### config.mk
export PLATFORM = sky130hd
export DESIGN_NAME = oscillator_switch_control
export DESIGN_NICKNAME = d
export VERILOG_FILES = /design/src/verilog/osc_switch_pkg.sv /design/src/verilog/switch_if.sv /design/src/verilog/unlock_guard.sv /design/src/verilog/switch_sequencer.sv /design/src/verilog/oscillator_switch_control.sv
export VERILOG_INCLUDE_DIRS = /design/src /design/src/verilog
export SDC_FILE = /design/constraint.sdc
export NUM_CORES = 1
export LEC_CHECK = 0
export ABC_AREA = 1
export ABC_CLOCK_PERIOD_IN_PS = 1310
export BUFFER_PORTS_ARGS = -buffer_cell sky130_fd_sc_hd__buf_2
export CAP_MARGIN = 0
export CORE_UTILIZATION = 43
export CTS_CLUSTER_SIZE = 16
export DETAILED_ROUTE_END_ITERATION = 8
export PLACE_DENSITY_LB_ADDON = 0.2
export SLEW_MARGIN = 20
export SYNTH_ARGS = -nofsm -noshare
export SYNTH_HDL_FRONTEND = slang
export SYNTH_SLANG_ARGS = --single-unit
### constraint.sdc
create_clock -name clk -period 1.31 [get_ports clk]
set_clock_uncertainty 0.05 [all_clocks]
set_input_delay 0.1965 -clock clk [delete_from_list [all_inputs] [get_ports clk]]
set_output_delay 0.1965 -clock clk [all_outputs]
set_load 0.1 [all_outputs]
### src/verilog/osc_switch_defines.svh
`ifndef OSC_SWITCH_DEFINES_SVH
`define OSC_SWITCH_DEFINES_SVH

// Register map: word index is address bits 3:2.
`define WORD_SEL 3:2
`define OSC_CTRL_WORD 2'h0
`define UNLOCK_WORD 2'h1

// Unlock keys, written in this order to the unlock word. Values are arbitrary.
`define UNLOCK_KEY1 16'h5a5a
`define UNLOCK_KEY2 16'ha5a5

// Oscillator control field layout.
`define CUR_SRC_FIELD 14:12
`define NEXT_SRC_FIELD 10:8
`define FREEZE_BIT 7
`define PINMAP_BIT 6
`define LOCK_BIT 5
`define FAIL_FLAG_BIT 3
`define SWITCH_REQ_BIT 0
`define OSC_UNUSED_MASK 16'h8816
`define OSC_RESET_WORD 16'h0000
`define SRC_RESERVED 3'h4

// Byte lanes of the 16-bit register.
`define LANE_HI 1
`define LANE_LO 0
`define LANES_BOTH 2'h3

// AXI responses.
`define RESP_OKAY 2'h0
`define RESP_SLVERR 2'h2

// Synchroniser lanes.
`define SY_PLL_LOCK 0
`define SY_PLL_TIMER 1
`define SY_CLK_FAIL 2
`define SY_SRC_READY 3

// Cycles the new source runs before it is committed, minus one.
`define SETTLE_LAST 4'hf
`define SETTLE_ZERO 4'h0
`define SETTLE_ONE 4'h1

`endif

### src/verilog/osc_switch_pkg.sv
package osc_switch_pkg;
    typedef logic [2:0] source_type;
    typedef enum logic [1:0] {
        SEQ_IDLE = 2'b00,
        SEQ_WAIT = 2'b01,
        SEQ_SETTLE = 2'b10,
        SEQ_FINISH = 2'b11
    } seq_state_type;
    typedef enum logic [1:0] {
        UL_IDLE = 2'b00,
        UL_KEY1 = 2'b01,
        UL_OPEN = 2'b10
    } unlock_state_type;
endpackage : osc_switch_pkg

### src/verilog/switch_if.sv
`timescale 1ns/1ns
interface switch_if;
    import osc_switch_pkg::*;
    logic req;
    source_type target;
    logic ready;
    source_type por;
    logic busy;
    logic done;
    logic start;
    source_type current;
    modport ctrl (output req, output target, output ready, output por,
                  input busy, input done, input start, input current);
    modport seq (input req, input target, input ready, input por,
                 output busy, output done, output start, output current);
endinterface : switch_if

### src/verilog/unlock_guard.sv
`timescale 1ns/1ns
`include "osc_switch_defines.svh"
module unlock_guard
    import osc_switch_pkg::*;
(
    input logic clk,
    input logic reset,
    input logic ce,
    input logic wr_fire,
    input logic wr_unlock,
    input logic [15:0] key,
    output logic write_ok
);
    unlock_state_type state_q;

    assign write_ok = state_q == UL_OPEN;

    // Any write that does not continue the key sequence drops it, and the
    // write following a completed sequence consumes it.
    always_ff @(posedge clk) begin
        if (reset) begin
            state_q <= UL_IDLE;
        end else if (ce && wr_fire) begin
            unique case (state_q)
                UL_IDLE: state_q <= (wr_unlock && key == `UNLOCK_KEY1) ? UL_KEY1 : UL_IDLE;
                UL_KEY1: state_q <= (wr_unlock && key == `UNLOCK_KEY2) ? UL_OPEN : UL_IDLE;
                UL_OPEN: state_q <= (wr_unlock && key == `UNLOCK_KEY1) ? UL_KEY1 : UL_IDLE;
                default: state_q <= UL_IDLE;
            endcase
        end
    end
endmodule : unlock_guard

### src/verilog/switch_sequencer.sv
`timescale 1ns/1ns
`include "osc_switch_defines.svh"
module switch_sequencer
    import osc_switch_pkg::*;
(
    input logic clk,
    input logic reset,
    input logic ce,
    switch_if.seq sw
);
    seq_state_type state_q;
    source_type current_q;
    logic [3:0] settle_q;

    assign sw.busy = state_q != SEQ_IDLE;
    assign sw.done = state_q == SEQ_FINISH;
    assign sw.start = state_q == SEQ_WAIT;
    assign sw.current = current_q;

    // A switch to the source already in use finishes at once.
    always_ff @(posedge clk) begin
        if (reset) begin
            state_q <= SEQ_IDLE;
        end else if (ce) begin
            unique case (state_q)
                SEQ_IDLE: if (sw.req) state_q <= (sw.target == current_q) ? SEQ_FINISH : SEQ_WAIT;
                SEQ_WAIT: if (sw.ready) state_q <= SEQ_SETTLE;
                SEQ_SETTLE: if (settle_q == `SETTLE_LAST) state_q <= SEQ_FINISH;
                SEQ_FINISH: state_q <= SEQ_IDLE;
            endcase
        end
    end

    // The settle wait lets the new source run a while before the mux moves,
    // trading switch latency for a glitch-free handover.
    always_ff @(posedge clk) begin
        if (reset) begin
            settle_q <= `SETTLE_ZERO;
        end else if (ce) begin
            settle_q <= (state_q == SEQ_SETTLE) ? settle_q + `SETTLE_ONE : `SETTLE_ZERO;
        end
    end

    always_ff @(posedge clk) begin
        if (reset) begin
            current_q <= sw.por;
        end else if (ce && state_q == SEQ_FINISH) begin
            current_q <= sw.target;
        end
    end
endmodule : switch_sequencer

### src/verilog/oscillator_switch_control.sv
// Implementation choices: the register offsets and the AXI4-Lite register port.
`timescale 1ns/1ns
`include "osc_switch_defines.svh"
// Function
// - Read-only current source field shows the source really in use.
// - Writable next source field uses the same codes; code 100 is reserved.
// - Writing one to switch_request starts a switch to next_source_sel.
// - switch_request returns to zero when the switch has finished.
// - Freeze bit plus failsafe_cfg_bit0 both set block clock and PLL changes.
// - pin_map_freeze is a writable bit; one means the I/O lock is active.
// - Lock status is one when the PLL is enabled and locked or its timer expired, else zero.
// - clock_fail_flag sets when the fail-safe monitor sees a clock failure.
// - Software writing the flag to one acts as a failure and raises the trap.
// - Bits 15, 11, 4 and 2 to 1 always read as zero.
// - Power-on reset loads next_source_sel from the configuration bits.
module oscillator_switch_control
    import osc_switch_pkg::*;
(
    input logic clk,
    input logic reset,
    input logic ce,
    input logic [3:0] s_axi_awaddr,
    input logic s_axi_awvalid,
    output logic s_axi_awready,
    input logic [31:0] s_axi_wdata,
    input logic [3:0] s_axi_wstrb,
    input logic s_axi_wvalid,
    output logic s_axi_wready,
    output logic [1:0] s_axi_bresp,
    output logic s_axi_bvalid,
    input logic s_axi_bready,
    input logic [3:0] s_axi_araddr,
    input logic s_axi_arvalid,
    output logic s_axi_arready,
    output logic [31:0] s_axi_rdata,
    output logic [1:0] s_axi_rresp,
    output logic s_axi_rvalid,
    input logic s_axi_rready,
    input logic [2:0] por_source_sel,
    input logic failsafe_cfg_bit0,
    input logic pll_enabled,
    input logic pll_locked_async,
    input logic pll_timer_done_async,
    input logic clock_fail_async,
    input logic source_ready_async,
    output logic source_start,
    output logic [2:0] source_target,
    output logic [2:0] sys_clock_sel,
    output logic clock_fail_trap,
    output logic pin_map_freeze,
    output logic clock_cfg_locked
);
    function automatic logic is_osc(input logic [3:0] a);
        return a[`WORD_SEL] == `OSC_CTRL_WORD;
    endfunction : is_osc

    function automatic logic is_mapped(input logic [3:0] a);
        return is_osc(a) || a[`WORD_SEL] == `UNLOCK_WORD;
    endfunction : is_mapped

    switch_if sw ();

    logic [3:0] sync1_q;
    logic [3:0] sync2_q;
    logic fail_prev_q;
    logic aw_held_q;
    logic w_held_q;
    logic [3:0] awaddr_q;
    logic [15:0] wdata_q;
    logic [1:0] wstrb_q;
    logic bvalid_q;
    logic [1:0] bresp_q;
    logic rvalid_q;
    logic [31:0] rdata_q;
    logic [1:0] rresp_q;
    source_type next_q;
    logic freeze_q;
    logic pinmap_q;
    logic swreq_q;
    logic cf_q;
    logic trap_q;
    logic [15:0] osc_rd;
    logic unlock_ok;
    logic wr_fire;
    logic osc_wr;
    logic lo_wr;
    logic hi_wr;
    logic fail_evt;
    logic sw_set;
    logic sw_clr;
    logic lock_stat;

    // Pins from other clock domains pass two flip-flops before use.
    always_ff @(posedge clk) begin
        if (reset) begin
            sync1_q <= 4'h0;
            sync2_q <= 4'h0;
        end else if (ce) begin
            sync1_q <= {source_ready_async, clock_fail_async, pll_timer_done_async,
                        pll_locked_async};
            sync2_q <= sync1_q;
        end
    end

    always_ff @(posedge clk) begin
        if (reset) begin
            fail_prev_q <= 1'b0;
        end else if (ce) begin
            fail_prev_q <= sync2_q[`SY_CLK_FAIL];
        end
    end

    // Write channel: address and data are taken in either order and held.
    assign s_axi_awready = !aw_held_q && !bvalid_q;
    assign s_axi_wready = !w_held_q && !bvalid_q;
    assign wr_fire = aw_held_q && w_held_q && !bvalid_q;
    assign s_axi_bvalid = bvalid_q;
    assign s_axi_bresp = bresp_q;

    always_ff @(posedge clk) begin
        if (reset) begin
            aw_held_q <= 1'b0;
            awaddr_q <= 4'h0;
        end else if (ce) begin
            if (s_axi_awvalid && s_axi_awready) begin
                aw_held_q <= 1'b1;
                awaddr_q <= s_axi_awaddr;
            end else if (wr_fire) begin
                aw_held_q <= 1'b0;
            end
        end
    end

    always_ff @(posedge clk) begin
        if (reset) begin
            w_held_q <= 1'b0;
            wdata_q <= 16'h0000;
            wstrb_q <= 2'h0;
        end else if (ce) begin
            if (s_axi_wvalid && s_axi_wready) begin
                w_held_q <= 1'b1;
                wdata_q <= s_axi_wdata[15:0];
                wstrb_q <= s_axi_wstrb[1:0];
            end else if (wr_fire) begin
                w_held_q <= 1'b0;
            end
        end
    end

    always_ff @(posedge clk) begin
        if (reset) begin
            bvalid_q <= 1'b0;
            bresp_q <= `RESP_OKAY;
        end else if (ce) begin
            if (wr_fire) begin
                bvalid_q <= 1'b1;
                bresp_q <= is_mapped(awaddr_q) ? `RESP_OKAY : `RESP_SLVERR;
            end else if (s_axi_bready) begin
                bvalid_q <= 1'b0;
            end
        end
    end

    unlock_guard u_unlock (
        .clk(clk),
        .reset(reset),
        .ce(ce),
        .wr_fire(wr_fire),
        .wr_unlock(awaddr_q[`WORD_SEL] == `UNLOCK_WORD && wstrb_q == `LANES_BOTH),
        .key(wdata_q),
        .write_ok(unlock_ok)
    );

    // A control write that is not unlocked is answered OKAY but dropped.
    assign osc_wr = wr_fire && is_osc(awaddr_q) && unlock_ok;
    assign hi_wr = osc_wr && wstrb_q[`LANE_HI];
    assign lo_wr = osc_wr && wstrb_q[`LANE_LO];
    assign clock_cfg_locked = freeze_q && failsafe_cfg_bit0;

    // Reserved codes and writes during a pending switch are dropped so that
    // the sequencer target stays steady.
    always_ff @(posedge clk) begin
        if (reset) begin
            next_q <= por_source_sel;
        end else if (ce && hi_wr && !clock_cfg_locked && !swreq_q &&
                     wdata_q[`NEXT_SRC_FIELD] != `SRC_RESERVED) begin
            next_q <= wdata_q[`NEXT_SRC_FIELD];
        end
    end

    always_ff @(posedge clk) begin
        if (reset) begin
            freeze_q <= 1'b0;
        end else if (ce && lo_wr && !clock_cfg_locked) begin
            freeze_q <= wdata_q[`FREEZE_BIT];
        end
    end

    always_ff @(posedge clk) begin
        if (reset) begin
            pinmap_q <= 1'b0;
        end else if (ce && lo_wr) begin
            pinmap_q <= wdata_q[`PINMAP_BIT];
        end
    end

    // Writing zero cannot abort a switch in progress.
    always_ff @(posedge clk) begin
        if (reset) begin
            swreq_q <= 1'b0;
        end else if (ce) begin
            if (sw.done) begin
                swreq_q <= 1'b0;
            end else if (lo_wr && wdata_q[`SWITCH_REQ_BIT] && !clock_cfg_locked) begin
                swreq_q <= 1'b1;
            end
        end
    end

    assign sw.req = swreq_q && !sw.busy;
    assign sw.target = next_q;
    assign sw.ready = sync2_q[`SY_SRC_READY];
    assign sw.por = por_source_sel;

    switch_sequencer u_seq (
        .clk(clk),
        .reset(reset),
        .ce(ce),
        .sw(sw)
    );

    // The set wins over a clear written in the same cycle.
    assign fail_evt = sync2_q[`SY_CLK_FAIL] && !fail_prev_q;
    assign sw_set = lo_wr && wdata_q[`FAIL_FLAG_BIT];
    assign sw_clr = lo_wr && !wdata_q[`FAIL_FLAG_BIT];

    always_ff @(posedge clk) begin
        if (reset) begin
            cf_q <= 1'b0;
        end else if (ce) begin
            if (fail_evt || sw_set) begin
                cf_q <= 1'b1;
            end else if (sw_clr) begin
                cf_q <= 1'b0;
            end
        end
    end

    always_ff @(posedge clk) begin
        if (reset) begin
            trap_q <= 1'b0;
        end else if (ce) begin
            trap_q <= fail_evt || sw_set;
        end
    end

    assign lock_stat = pll_enabled &&
                       (sync2_q[`SY_PLL_LOCK] || sync2_q[`SY_PLL_TIMER]);

    always_comb begin
        osc_rd = `OSC_RESET_WORD;
        osc_rd[`CUR_SRC_FIELD] = sw.current;
        osc_rd[`NEXT_SRC_FIELD] = next_q;
        osc_rd[`FREEZE_BIT] = freeze_q;
        osc_rd[`PINMAP_BIT] = pinmap_q;
        osc_rd[`LOCK_BIT] = lock_stat;
        osc_rd[`FAIL_FLAG_BIT] = cf_q;
        osc_rd[`SWITCH_REQ_BIT] = swreq_q;
    end

    // Read channel: one outstanding read, data one cycle after the address.
    assign s_axi_arready = !rvalid_q;
    assign s_axi_rvalid = rvalid_q;
    assign s_axi_rdata = rdata_q;
    assign s_axi_rresp = rresp_q;

    always_ff @(posedge clk) begin
        if (reset) begin
            rvalid_q <= 1'b0;
            rdata_q <= 32'h0000_0000;
            rresp_q <= `RESP_OKAY;
        end else if (ce) begin
            if (s_axi_arvalid && s_axi_arready) begin
                rvalid_q <= 1'b1;
                rdata_q <= {16'h0000, is_osc(s_axi_araddr) ? osc_rd : 16'h0000};
                rresp_q <= is_mapped(s_axi_araddr) ? `RESP_OKAY : `RESP_SLVERR;
            end else if (s_axi_rready) begin
                rvalid_q <= 1'b0;
            end
        end
    end

    assign source_start = sw.start;
    assign source_target = next_q;
    assign sys_clock_sel = sw.current;
    assign clock_fail_trap = trap_q;
    assign pin_map_freeze = pinmap_q;
endmodule : oscillator_switch_control

==> flow_summary_export.csv <==
group,metric,value,unit
synthesis,yosysSeqAreaShare,0.458,
synthesis,yosysWarnings,0,
route,vias_per_cell,4.86,
min_path,holdPathStages,3,
setup_path,r2r_start,"u_seq.state_q[0]$_SDFFE_PP0P_",
floorplan,die_h,85.1,um
floorplan,num_rows,29,
route,drt-pass1-iter-count,4,
floorplan,fp.dieW,85.1,um
global_route,overflow,0,
timing,fin_crit_sh,1.04,
clock_network,cts_tree,"done",
power,leakagePower,1.83,nW
floorplan,io_pins,112,
power,finalPower,0.00519,W
route,drtIter0Drc,143,
synthesis,syn_avg_cell_area,7.70,um2
global_route,grt_pass1_wl,11100,um
setup_path,crit_path_start,"s_axi_bvalid$_SDFFE_PP0P_",
clock_network,root_buffer,"clkbuf_8",
floorplan,coreArea,6490,um2
cells_and_area,n_fill_cell,556,
synthesis,yosysTopAreaCellShare,0.397,
timing,max_freq,733,MHz
timing,fin_setup_tns,-172,ps
synthesis,synth_cells,386,
timing,rsz0062_at_grt,"true",
route,post_drt_wl_per_cell,12.2,um
synthesis,synth_area_leaders,"dfxtp_1, nor2_1, o21ai_0, buf_4, nand2_1",
floorplan,die_area,7250,um2
setup_path,worst_setup_path_start_kind,"flop",
placed_design,gp_congestion,0.862,
setup_path,end_kind,"output port",
job,maxCapViolations,0,
min_path,worstHoldStart,"source_ready_async",
synthesis,ys_ff_latch,65,
clock_network,clockBufferDepth,2,
cells_and_area,utilization,0.654,
placed_design,io_buffers,66,
power,ir_drop,0.798,mV
placed_design,post-place-ws,-10.2,ps
setup_path,r2r_end,"u_seq.state_q[0]$_SDFFE_PP0P_",
min_path,min_path_type,"primary input to flop",
route,num_vias,2720,
cells_and_area,regArea,1390,um2
clock_network,cts_inserted_buffers,9,
global_route,grt_antenna_before_repair,0,
timing,finalHoldViolations,0,
outcome,status,"finished with violations",
route,drc,0,
global_route,grt.total_usage,0.194,
clock_network,clk_pin_slew,70,ps
cells_and_area,area_growth,42.9,%
route,ant_nets,0,
timing,drv_slew,0,
setup_path,cp_data_required_time,1060,ps
clock_network,cts_hold_buf,0,
setup_path,rrSetupSlack,30,ps
timing,finalWorstSetupSlack,-54.1,ps
route,drt_wl_total,6820,um
timing,period_minus_slack,1360,ps
min_path,holdPathEnd,"sync1_q[3]$_SDFFE_PP0P_",
setup_path,crit_type,"flop to output port",
power,powerDensity,1220,nW/um2
setup_path,critPathMaxFanout,3,
clock_network,h-tree-depth,3,
synthesis,syn-cell-area,2970,um2
global_route,grt_max_degree,23,
placed_design,dp_hpwl,4970,um
cells_and_area,drive_gt1_frac,0.317,
clock_network,clk_latency,330,ps
synthesis,synth_area_leader_cell,"dfxtp_1",
cells_and_area,multiInputGateArea,1370,um2
clock_network,clock_sinks,65,
outcome,violations,"negative setup slack",
synthesis,synth_cell_types,33,
cells_and_area,nets,546,
setup_path,rr_worst_depth,6,
floorplan,initial_utilization,0.458,
cells_and_area,diodes,0,
setup_path,arrival,1120,ps
global_route,grt_pass1_vias,2481,
timing,setup_viol,5,
[repair_timing]
| action | in CTS | in global routing |
|---|---|---|
| setup endpoints to repair | 12 | 25 |
| hold endpoints to repair | 0 | 0 |
| buffers inserted | 4 | 3 |
| resized for setup | 13 | 19 |
| pin swaps | 1 | 9 |
[cell usage after synthesis, drive strengths merged]
cell / n
conb: 1
a21oi: 29
o211ai: 1
nand2: 54
edfxtp: 6
buf: 30
o21ai: 45
nor3: 4
inv: 44
o31ai: 1
and3: 2
ha: 6
nand4: 3
o22ai: 7
dfxtp: 59
nand3: 22
clkbuf: 7
nor3b: 1
or2: 1
a21o: 1
nor2: 61
a211oi: 1
[stage by stage]
step                      cells  hold WS [ps]  area, um2
after CTS                   557          33.2       4160
after global placement      539           367       3920
final                       560          39.7       4250
after floorplan             408           281       3130
after detailed placement    539           382       3920
after global routing        560          29.9       4250
[logic make-up (layout without fill, tap and decap cells)]
family,after synthesis,count (layout),share of synthesized area
AO/OA/AOI/OAI,85,85,0.151
adder cells (fa/ha/maj),6,6,0.0253
buffers and inverters,81,156,0.141
flip-flops,65,65,0.458
other,1,23,0.00126
AND/OR/NAND/NOR,148,148,0.223
[critical path, stage by stage (launching register included)]
cell and delay, ps:
dfxtp_4 360, nor2_4 150, buf_6 120, buf_12 160
[registers in the layout, indices dropped and copies added, names as in the netlist, 2 cells and up]
signal / flops
awaddr_q: 2
s_axi_rdata: 11
source_target: 3
sync1_q: 4
sync2_q: 4
u_seq.settle_q: 4
u_seq.state_q: 2
u_seq.sw.current: 3
u_unlock.state_q: 2
wdata_q: 16
wstrb_q: 2
[where the power goes]
part	switching (W)	total, W	internal [W]	leakage [nW]
Sequential	0.000107	0.00223	0.00212	0.550
Clock	0.000739	0.00163	0.000891	0.100
Combinational	0.000918	0.00133	0.000408	1.18
[layout make-up]
cell class | count | share of cell area
clock buffer | 13 | 0.0424
timing repair buffer | 97 | 0.244
multi-input combinational | 262 | 0.322
inverter | 44 | 0.0410
sequential | 65 | 0.326
tap | 77 | 0.0227
clock inverter | 2 | 0.00236
[metal layers]
layer | track usage | up-vias | wire, um
met5 | 0 | - | 0
met4 | 0.0847 | 0 | 127
met3 | 0.0379 | 11 | 303
met2 | 0.316 | 83 | 3160
met1 | 0.252 | 1239 | 3230
li1 | - | 1387 | -
[cells in the final DEF, fill, tap and decap left out, drive strengths merged]
cell type and n:
buf 97, nor2 61, dfxtp 59, nand2 54, o21ai 45, inv 43
a21oi 29, conb 23, nand3 22, clkbuf 13, o22ai 7, edfxtp 6
ha 6, nor3 4, nand4 3, and3 2, clkinv 2, o31ai 1
clkinvlp 1, o211ai 1, a211oi 1, nor3b 1, or2 1, a21o 1
[worst max-delay path by stage]
stage	end	slack (ps)	cells past startpoint
floorplan	w_held_q$_SDFFE_PP0P_	-370	5
global placement	u_seq.state_q[0]$_SDFFE_PP0P_	20	6
detailed placement	u_seq.state_q[0]$_SDFFE_PP0P_	-10	6
CTS	s_axi_awready	-80	3
global route	s_axi_awready	-80	3
finish	s_axi_wready	-50	3
Note: power is estimated with default switching activity, not from simulation.
